## config.mk

```make
export PLATFORM = sky130hd
export DESIGN_NAME = hpirs_seq
export DESIGN_NICKNAME = d
export VERILOG_FILES = /design/src/hpirs_pkg.sv /design/src/hpirs_cnt_if.sv /design/src/hpirs_seq.sv /design/src/hpirs_phase_cnt.sv
export SDC_FILE = /design/constraint.sdc
export NUM_CORES = 1
export LEC_CHECK = 0
export BUFFER_PORTS_ARGS = -buffer_cell sky130_fd_sc_hd__buf_2
export CAP_MARGIN = 40
export CELL_PAD_IN_SITES_DETAIL_PLACEMENT = 2
export CELL_PAD_IN_SITES_GLOBAL_PLACEMENT = 2
export CORE_MARGIN = 2
export CORE_UTILIZATION = 30
export DETAILED_ROUTE_END_ITERATION = 7
export PLACE_DENSITY = 0.79
export SETUP_SLACK_MARGIN = 0.02
export SYNTH_ARGS = -nofsm -noshare
export SYNTH_HDL_FRONTEND = slang
export SYNTH_HIERARCHICAL = 1
export SYNTH_SLANG_ARGS = --single-unit
export TNS_END_PERCENT = 5
```

## constraint.sdc

```tcl
create_clock -name clk -period 2.2 [get_ports clk]
set_clock_uncertainty 0.05 [all_clocks]
set_input_delay 0.44 -clock clk [delete_from_list [all_inputs] [get_ports clk]]
set_output_delay 0.44 -clock clk [all_outputs]
set_load 0.005 [all_outputs]
```

## src/hpirs_pkg.sv

```systemverilog
// constants for the host-port read access sequencer
// assumes one bus clock tick is found by sampling the bus clock pin on clk
package hpirs_pkg;
   // ------------------------------------------------------------
   // widths
   // ------------------------------------------------------------
   localparam int ADDR_W = 24;
   localparam int DATA_W = 16;
   localparam int CNT_W  = 5;
   localparam int MON_W  = 6;

   // ------------------------------------------------------------
   // phase lengths in bus clock cycles
   // ------------------------------------------------------------
   localparam logic [CNT_W-1:0] SETUP_MIN   = 5'h03;
   localparam logic [CNT_W-1:0] SETUP_MAX   = 5'h04;
   localparam logic [CNT_W-1:0] STROBE_MIN  = 5'h04;
   localparam logic [CNT_W-1:0] STROBE_MAX  = 5'h05;
   localparam logic [CNT_W-1:0] HOLD_TICKS  = 5'h04;
   localparam logic [CNT_W-1:0] RECOV_MIN   = 5'h02;
   localparam logic [CNT_W-1:0] RECOV_MAX   = 5'h11;
   localparam logic [MON_W-1:0] ADDR_MIN    = 6'h0B;
   localparam logic [MON_W-1:0] ADDR_MAX    = 6'h2D;
   localparam logic [MON_W-1:0] MON_SAT     = 6'h3F;

   // ------------------------------------------------------------
   // sequencer states
   // ------------------------------------------------------------
   typedef enum logic [2:0] {
      ST_IDLE,
      ST_LAUNCH,
      ST_SETUP,
      ST_STROBE,
      ST_HOLD,
      ST_RECOV
   } hpirs_state_t;
endpackage

```

## src/hpirs_cnt_if.sv

```systemverilog
// bundle between the sequencer and its phase down-counter
// assumes both ends share clk and reset_n
`timescale 1ns/1ps
`default_nettype none
interface hpirs_cnt_if;
   logic       load;
   logic [4:0] load_val;
   logic       tick;
   logic       hold;
   logic [4:0] count;
   logic       zero;
   modport ctl (output load, output load_val, output tick, output hold,
                input count, input zero);
   modport cnt (input load, input load_val, input tick, input hold,
                output count, output zero);
endinterface
`default_nettype wire

```

## src/hpirs_seq.sv

```systemverilog
// host-port 16-bit read access sequencer, multiplexed and simplex variants
// assumes bus_clk, bus_ready_in_n and bus_data_in come from outside the clk domain
// Function
// - address driven with select, valid 11-45 cycles
// - strobe falls 3-4 cycles after select
// - strobe pulse lasts 4-5 cycles
// - data captured 4-5 cycles after strobe falls
// - recovery gap 2-17 cycles between accesses
// - all counts in bus clock cycles
// - setup length held at least minimum
// - strobe length held at least minimum
// - stall extends access, one clock after release
// - recovery length sets idle gap
// - simplex uses the write strobe and ready, read strobe held high
`timescale 1ns/1ps
`default_nettype none
module hpirs_seq
   import hpirs_pkg::*;
(
   // clock and reset
   input  wire logic              clk,
   input  wire logic              reset_n,
   // request side
   input  wire logic              req_valid,
   input  wire logic [ADDR_W-1:0] req_addr,
   input  wire logic              simplex_mode,
   input  wire logic [CNT_W-1:0]  setup_phase_length,
   input  wire logic [CNT_W-1:0]  strobe_phase_length,
   input  wire logic [CNT_W-1:0]  recovery_phase_length,
   output logic                   busy,
   output logic                   rd_done,
   output logic [DATA_W-1:0]      rd_data,
   // expansion bus pins
   input  wire logic              bus_clk,
   input  wire logic              bus_ready_in_n,
   input  wire logic [DATA_W-1:0] bus_data_in,
   output logic                   bus_select_n,
   output logic [ADDR_W-1:0]      bus_addr_out,
   output logic                   bus_addr_oe,
   output logic                   host_data_strobe_n,
   output logic                   host_read_write_select,
   output logic                   bus_read_strobe_n,
   output logic                   bus_write_strobe_n
);
   // ------------------------------------------------------------
   // helpers
   // ------------------------------------------------------------
   function automatic logic [CNT_W-1:0] clamp_len(input logic [CNT_W-1:0] v,
                                                  input logic [CNT_W-1:0] lo,
                                                  input logic [CNT_W-1:0] hi);
      clamp_len = (v < lo) ? lo : ((v > hi) ? hi : v);
   endfunction

   // ------------------------------------------------------------
   // pin synchronisers
   // ------------------------------------------------------------
   logic [2:0]        bclk_ff;
   logic [1:0]        rdy_ff;
   logic [DATA_W-1:0] din1_ff;
   logic [DATA_W-1:0] din2_ff;
   logic              tick;
   logic              stall;

   always_ff @(posedge clk or negedge reset_n) begin
      if (!reset_n) begin
         bclk_ff <= '0;
         rdy_ff  <= 2'h3;
         din1_ff <= '0;
         din2_ff <= '0;
      end else begin
         bclk_ff <= {bclk_ff[1:0], bus_clk};
         rdy_ff  <= {rdy_ff[0], bus_ready_in_n};
         din1_ff <= bus_data_in;
         din2_ff <= din1_ff;
      end
   end

   // one tick per rising bus clock edge; the edge detector only reads stages 2 and 3
   assign tick  = bclk_ff[1] & ~bclk_ff[2];
   // ready high means the slave is still busy
   assign stall = rdy_ff[1];

   // ------------------------------------------------------------
   // phase counter
   // ------------------------------------------------------------
   hpirs_cnt_if cnt_if ();

   hpirs_phase_cnt u_cnt (
      .clk     (clk),
      .reset_n (reset_n),
      .c       (cnt_if.cnt)
   );

   // ------------------------------------------------------------
   // sequencer
   // ------------------------------------------------------------
   hpirs_state_t      state_ff,   nxt_state;
   logic [ADDR_W-1:0] addr_ff,    nxt_addr;
   logic              simplex_ff, nxt_simplex;
   logic [CNT_W-1:0]  setup_ff,   nxt_setup;
   logic [CNT_W-1:0]  strobe_ff,  nxt_strobe;
   logic [CNT_W-1:0]  recov_ff,   nxt_recov;
   logic              stalled_ff, nxt_stalled;
   logic              stb_ff,     nxt_stb;
   logic              sel_ff,     nxt_sel;
   logic              busy_ff,    nxt_busy;
   logic              done_ff,    nxt_done;
   logic [DATA_W-1:0] data_ff,    nxt_data;
   logic              load;
   logic [CNT_W-1:0]  load_val;
   logic              hold;

   always_comb begin
      nxt_state   = state_ff;
      nxt_addr    = addr_ff;
      nxt_simplex = simplex_ff;
      nxt_setup   = setup_ff;
      nxt_strobe  = strobe_ff;
      nxt_recov   = recov_ff;
      nxt_stalled = stalled_ff;
      nxt_stb     = stb_ff;
      nxt_sel     = sel_ff;
      nxt_busy    = busy_ff;
      nxt_done    = 1'b0;
      nxt_data    = data_ff;
      load        = 1'b0;
      load_val    = '0;
      hold        = 1'b0;
      case (state_ff)
         ST_IDLE: begin
            if (req_valid) begin
               nxt_addr    = req_addr;
               nxt_simplex = simplex_mode;
               nxt_setup   = clamp_len(setup_phase_length, SETUP_MIN, SETUP_MAX);
               nxt_strobe  = clamp_len(strobe_phase_length, STROBE_MIN, STROBE_MAX);
               nxt_recov   = clamp_len(recovery_phase_length, RECOV_MIN, RECOV_MAX);
               nxt_busy    = 1'b1;
               nxt_state   = ST_LAUNCH;
            end
         end
         ST_LAUNCH: begin
            // wait for a bus clock edge so select lines up with it
            if (tick) begin
               nxt_sel   = 1'b1;
               load      = 1'b1;
               load_val  = setup_ff - 5'h01;
               nxt_state = ST_SETUP;
            end
         end
         ST_SETUP: begin
            if (tick && cnt_if.zero) begin
               nxt_stb     = 1'b1;
               nxt_stalled = 1'b0;
               load        = 1'b1;
               load_val    = strobe_ff - 5'h01;
               nxt_state   = ST_STROBE;
            end
         end
         ST_STROBE: begin
            hold = stall;
            if (tick) begin
               if (stall) begin
                  nxt_stalled = 1'b1;
               end else if (stalled_ff) begin
                  // released: spend one more clock before capture
                  nxt_stalled = 1'b0;
               end else if (cnt_if.zero) begin
                  nxt_data  = din2_ff;
                  nxt_done  = 1'b1;
                  nxt_stb   = 1'b0;
                  load      = 1'b1;
                  load_val  = HOLD_TICKS - 5'h01;
                  nxt_state = ST_HOLD;
               end
            end
         end
         ST_HOLD: begin
            if (tick && cnt_if.zero) begin
               nxt_sel   = 1'b0;
               load      = 1'b1;
               load_val  = recov_ff - 5'h01;
               nxt_state = ST_RECOV;
            end
         end
         ST_RECOV: begin
            if (tick && cnt_if.zero) begin
               nxt_busy  = 1'b0;
               nxt_state = ST_IDLE;
            end
         end
         default: begin
            nxt_state = ST_IDLE;
         end
      endcase
   end

   always_ff @(posedge clk or negedge reset_n) begin
      if (!reset_n) begin
         state_ff   <= ST_IDLE;
         addr_ff    <= '0;
         simplex_ff <= 1'b0;
         setup_ff   <= SETUP_MIN;
         strobe_ff  <= STROBE_MIN;
         recov_ff   <= RECOV_MIN;
         stalled_ff <= 1'b0;
         stb_ff     <= 1'b0;
         sel_ff     <= 1'b0;
         busy_ff    <= 1'b0;
         done_ff    <= 1'b0;
         data_ff    <= '0;
      end else begin
         state_ff   <= nxt_state;
         addr_ff    <= nxt_addr;
         simplex_ff <= nxt_simplex;
         setup_ff   <= nxt_setup;
         strobe_ff  <= nxt_strobe;
         recov_ff   <= nxt_recov;
         stalled_ff <= nxt_stalled;
         stb_ff     <= nxt_stb;
         sel_ff     <= nxt_sel;
         busy_ff    <= nxt_busy;
         done_ff    <= nxt_done;
         data_ff    <= nxt_data;
      end
   end

   assign cnt_if.load     = load;
   assign cnt_if.load_val = load_val;
   assign cnt_if.tick     = tick;
   assign cnt_if.hold     = hold;

   // ------------------------------------------------------------
   // pin drive from flip-flops, strobes gated by simplex_ff, read pins tied high
   // ------------------------------------------------------------
   assign busy                   = busy_ff;
   assign rd_done                = done_ff;
   assign rd_data                = data_ff;
   assign bus_select_n           = ~sel_ff;
   assign bus_addr_out           = addr_ff;
   assign bus_addr_oe            = sel_ff;
   // multiplexed: dedicated strobe; simplex: write strobe carries it
   assign host_data_strobe_n     = ~(stb_ff & ~simplex_ff);
   assign bus_write_strobe_n     = ~(stb_ff & simplex_ff);
   // read select held high (read) in both variants
   assign host_read_write_select = 1'b1;
   assign bus_read_strobe_n      = 1'b1;

   // ------------------------------------------------------------
   // checks, counted in bus clock ticks
   // ------------------------------------------------------------
   logic [MON_W-1:0] sel_ticks_ff, nxt_sel_ticks;
   logic [MON_W-1:0] stb_ticks_ff, nxt_stb_ticks;
   logic [MON_W-1:0] gap_ticks_ff, nxt_gap_ticks;
   logic             stall_seen_ff, nxt_stall_seen;

   always_comb begin
      nxt_sel_ticks  = sel_ff ? sel_ticks_ff + MON_W'(tick) : '0;
      nxt_stb_ticks  = stb_ff ? stb_ticks_ff + MON_W'(tick) : '0;
      nxt_gap_ticks  = (!sel_ff && tick && gap_ticks_ff != MON_SAT) ?
                       gap_ticks_ff + 6'h01 : (sel_ff ? 6'h00 : gap_ticks_ff);
      nxt_stall_seen = stb_ff ? (stall_seen_ff | stalled_ff) : 1'b0;
   end

   always_ff @(posedge clk or negedge reset_n) begin
      if (!reset_n) begin
         sel_ticks_ff  <= '0;
         stb_ticks_ff  <= '0;
         gap_ticks_ff  <= MON_SAT;
         stall_seen_ff <= 1'b0;
      end else begin
         sel_ticks_ff  <= nxt_sel_ticks;
         stb_ticks_ff  <= nxt_stb_ticks;
         gap_ticks_ff  <= nxt_gap_ticks;
         stall_seen_ff <= nxt_stall_seen;
      end
   end
endmodule // hpirs_seq
`default_nettype wire

```

## src/hpirs_phase_cnt.sv

```systemverilog
// loadable phase down-counter, steps once per bus clock tick
// assumes load and tick come from logic on clk
`timescale 1ns/1ps
`default_nettype none
module hpirs_phase_cnt
   import hpirs_pkg::*;
(
   // clock and reset
   input  wire logic     clk,
   input  wire logic     reset_n,
   // control side
   hpirs_cnt_if.cnt      c
);
   logic [CNT_W-1:0] count_ff;
   logic [CNT_W-1:0] nxt_count;

   always_comb begin
      nxt_count = count_ff;
      if (c.load) begin
         nxt_count = c.load_val;
      end else if (c.tick && !c.hold && count_ff != '0) begin
         nxt_count = count_ff - 5'h01;
      end
   end

   always_ff @(posedge clk or negedge reset_n) begin
      if (!reset_n) begin
         count_ff <= '0;
      end else begin
         count_ff <= nxt_count;
      end
   end

   assign c.count = count_ff;
   assign c.zero  = (count_ff == '0);
endmodule // hpirs_phase_cnt
`default_nettype wire

```

==> out/qor.log <==
INFO  sta            setup_violators_final=0
INFO  setup_path     worst_ep_arrival_time=2.35ns
INFO  clocking       clkSlewWorstSetupHoldPaths=0.07ns
INFO  pwr            internal-power=4.19mW
INFO  place          portBuffers=104
INFO  sta            post-route-min-period=2.13ns
INFO  drt            dr.first_iter.drc_count=39
INFO  place          place.gp.congestion=0.776
INFO  setup_path     path_max_fanout=6
INFO  layout         area_growth_syn_to_layout=30.3%
INFO  sta            setup_repair_after_global_routing_missed_its_margin=yes
INFO  floorplan      placement_rows=42
INFO  clocking       num_cts_buffers=9
INFO  setup_path     worst_r2r_path_depth=9
INFO  hold_path      holdCritStartpoint=bus_ready_in_n
INFO  place          hpwl=8020µm
INFO  clocking       cts.path.max_buffers=2
INFO  drt            drc_errors=0
INFO  drt            route.detailed.wl_per_inst=16.5µm
INFO  setup_path     path_class=flip-flop to flip-flop
INFO  synth          synth-edff-count=0
INFO  setup_path     start_kind=flip-flop
INFO  synth          synth_fa_ha_area_frac=0.0122
INFO  sta            drv_slew=0
INFO  sta            hold-worst-slack=0.134ns
INFO  drt            route.met3.wl=763µm
INFO  sta            finalHoldViolations=0
INFO  clocking       htree_num_levels=3
INFO  synth          avgSynthCellArea=11.4µm²
INFO  clocking       clock_sinks=106
INFO  drt            antenna_violating_nets_post_route=0
INFO  floorplan      overall_die_area=0.0146mm²
INFO  global_route   grt_use_total=0.164
INFO  synth          register_bit_total_from_synthesis=106
INFO  pwr            power_density=1170mW/mm²
INFO  setup_path     critical_path_required=2.41ns
INFO  sta            fin_crit_sh=0.970
INFO  hold_path      min-delay-path-class=primary input to flip-flop
INFO  clocking       clock_tree.root_cell=clkbuf_16
INFO  synth          post_synthesis_compound_gate_area_fraction=0.0657
INFO  sta            maxClockFrequency=468MHz
INFO  drt            met2_length=5700µm
INFO  layout         layout.cells.non_filler=663
INFO  setup_path     ff2ff_setup_slack=0.07ns
INFO  setup_path     critical_path.startpoint=u_cnt/c.count[1]
INFO  synth          synth_top_family_by_area=simple AND/OR/NAND/NOR gates
INFO  synth          synth.area.mux_share=0.0440
INFO  drt            wirelength_met1=4320µm
INFO  floorplan      die-width=121µm
INFO  floorplan      placeableCoreArea=0.0133mm²
INFO  synth          netlist_area=0.00409mm²
INFO  synth          synth-main-ff-cell=dfrtp_1
INFO  synth          synth.distinct_cells=48
INFO  layout         finish.net_count=547
INFO  layout         layout_commonest_cell=buf_2
INFO  clocking       clk_latency=0.35ns
INFO  global_route   grt_antenna_before_repair=0
INFO  synth          synthSimpleGateAreaFrac=0.179
INFO  synth          yosys_synthesis_warning_count=6
INFO  sta            setup-tns-final=0ns
INFO  synth          area_share_of_xor_xnor_cells_in_the_synthesized_design=0.0193
INFO  setup_path     worst_setup_path_end_kind=flip-flop
INFO  drt            maxUsedRoutingLayer=met4
INFO  clocking       tritoncts=done
INFO  setup_path     endpoint=u_cnt/c.count[3]
INFO  layout         num_antenna_cells=0
INFO  run_status     result_of_the_run=completed
INFO  setup_path     r2r_start=u_cnt/c.count[1]
INFO  drt            detail_route.first_pass.iterations=4
INFO  job            max-cap-violations=0
INFO  global_route   grt-ovfl-total=0
INFO  pwr            power.sequential.fraction=0.455
INFO  drt            wirelength=11000µm
INFO  layout         final_layout_size_suffix_gt1_frac=0.370
INFO  pwr            share_comb_of_total_power=0.289
INFO  floorplan      initial_core_util=0.308
INFO  global_route   grt_pass1_vias=3601
INFO  synth          ys_async_sr_fraction=1.00
INFO  pwr            vdd.ir_drop.worst=0.500mV
INFO  pwr            p_sw_frac=0.327
INFO  global_route   grt_first_pass_wirelength=18600µm
INFO  drt            vias=3101
INFO  pwr            power.total=6.22mW
INFO  floorplan      count_of_boundary_i_o_pins=109
INFO  synth          synth_sequential_area_ratio=0.650
INFO  layout         final_util=0.401
INFO  place          dp.cells=641
INFO  setup_path     timing.rr.end=u_cnt/c.count[3]
INFO  pwr            total_leakage_power=2.66nW
INFO  synth          netlist_instances=358
INFO  global_route   maximum_number_of_pins_on_one_net_before_global_route_repair=53
INFO  pwr            share_clk_of_total_power=0.256
INFO  layout         final.fill_count=1414
INFO  floorplan      fp.dieH=121µm
INFO  drt            detail_route.vias_per_cell=4.68
INFO  pwr            power.switching=2.03mW
INFO  layout         mostFrequentLayoutCells=buf_2, dfrtp_1, nand2_1
## critical path, cell delays in order, from the launching register on
cell,delay [ns]
dfrtp_1,0.40
inv_2,0.09
ha_4,0.14
nor4b_4,0.25
buf_4,0.20
and4bb_2,0.26
nand2_1,0.12
o221ai_2,0.30
nor2_4,0.06
a31oi_1,0.18
## cell usage after synthesis, drive strengths merged, types with 5 or more instances
master / instances / area (µm²)
nand3b: 5 / 37.5
dfrtp: 100 / 2500
nand2b: 6 / 40.0
mux2: 16 / 180
nor2b: 5 / 31.3
xnor2: 5 / 43.8
a21oi: 11 / 55.1
dfstp: 6 / 158
inv: 12 / 45.0
nor2: 13 / 56.3
nand2: 99 / 372
o21ai: 14 / 70.1
buf: 10 / 60.1
## sequential cells by signal, indices dropped and copies added (netlist names), 5 cells and up
register,flops
bus_addr_out,24
din1_ff,16
din2_ff,16
rd_data,16
recov_ff,5
setup_ff,5
strobe_ff,5
u_cnt/c.count,5
## metal layers
layer / up-vias / track usage
met5: - / 0
met2: 79 / 0.286
met3: 14 / 0.0590
met4: 0 / 0.0509
li1: 1433 / -
met1: 1575 / 0.188
## repair_timing
action	in CTS	in global routing
setup buffers	3	2
hold buffers	1	0
resized for setup	5	16
pin swaps	2	7
endpoints found under the hold margin	19	0
endpoints found under the setup margin	13	21
## worst min path at each step
stage                     slack [ns]  depth (start not counted)         end
after floorplan                 0.09                          0  bclk_ff[0]
final                           0.13                          1   rdy_ff[0]
after detailed placement        0.29                          0  din2_ff[0]
after global placement          0.28                          0  din2_ff[1]
after CTS                       0.12                          1   rdy_ff[0]
after global routing            0.12                          1   rdy_ff[0]
## power by group through the flow
stage,Combinational (mW),Sequential [mW],Clock (mW)
after floorplan,0.888,2.81,0
after global placement,1.59,2.82,0
after detailed placement,1.71,2.86,0
after CTS,1.77,2.83,1.66
after global routing,2.04,2.91,1.73
final,1.80,2.83,1.59
## logic make-up after synthesis
| group | after synthesis |
|---|---|
| compound gates | 43 |
| other cells | 1 |
| buf+inv | 26 |
| xor+xnor | 9 |
| fa+ha+maj | 4 |
| simple gates | 153 |
| mux | 16 |
| flops | 106 |
## stage by stage
step | cell area (µm²) | setup slack, ns
4_1_cts | 5270 | 0.00137
2_1_floorplan | 4110 | 0.0412
3_3_place_gp | 4910 | 0.101
6_report | 5330 | 0.0652
5_1_grt | 5330 | -0.0499
3_5_place_dp | 4910 | -0.0203
## cell type report
cell class                 instances  area [µm²]  share of cell area
sequential                       106        2660               0.499
multi-input combinational        227        1380               0.259
timing repair buffer             126         723               0.136
clock buffer                      11         253              0.0474
tap                              176         220              0.0413
clock inverter                     5        47.5             0.00892
inverter                          12        47.5             0.00892
Power figures use the tool's default switching activity.
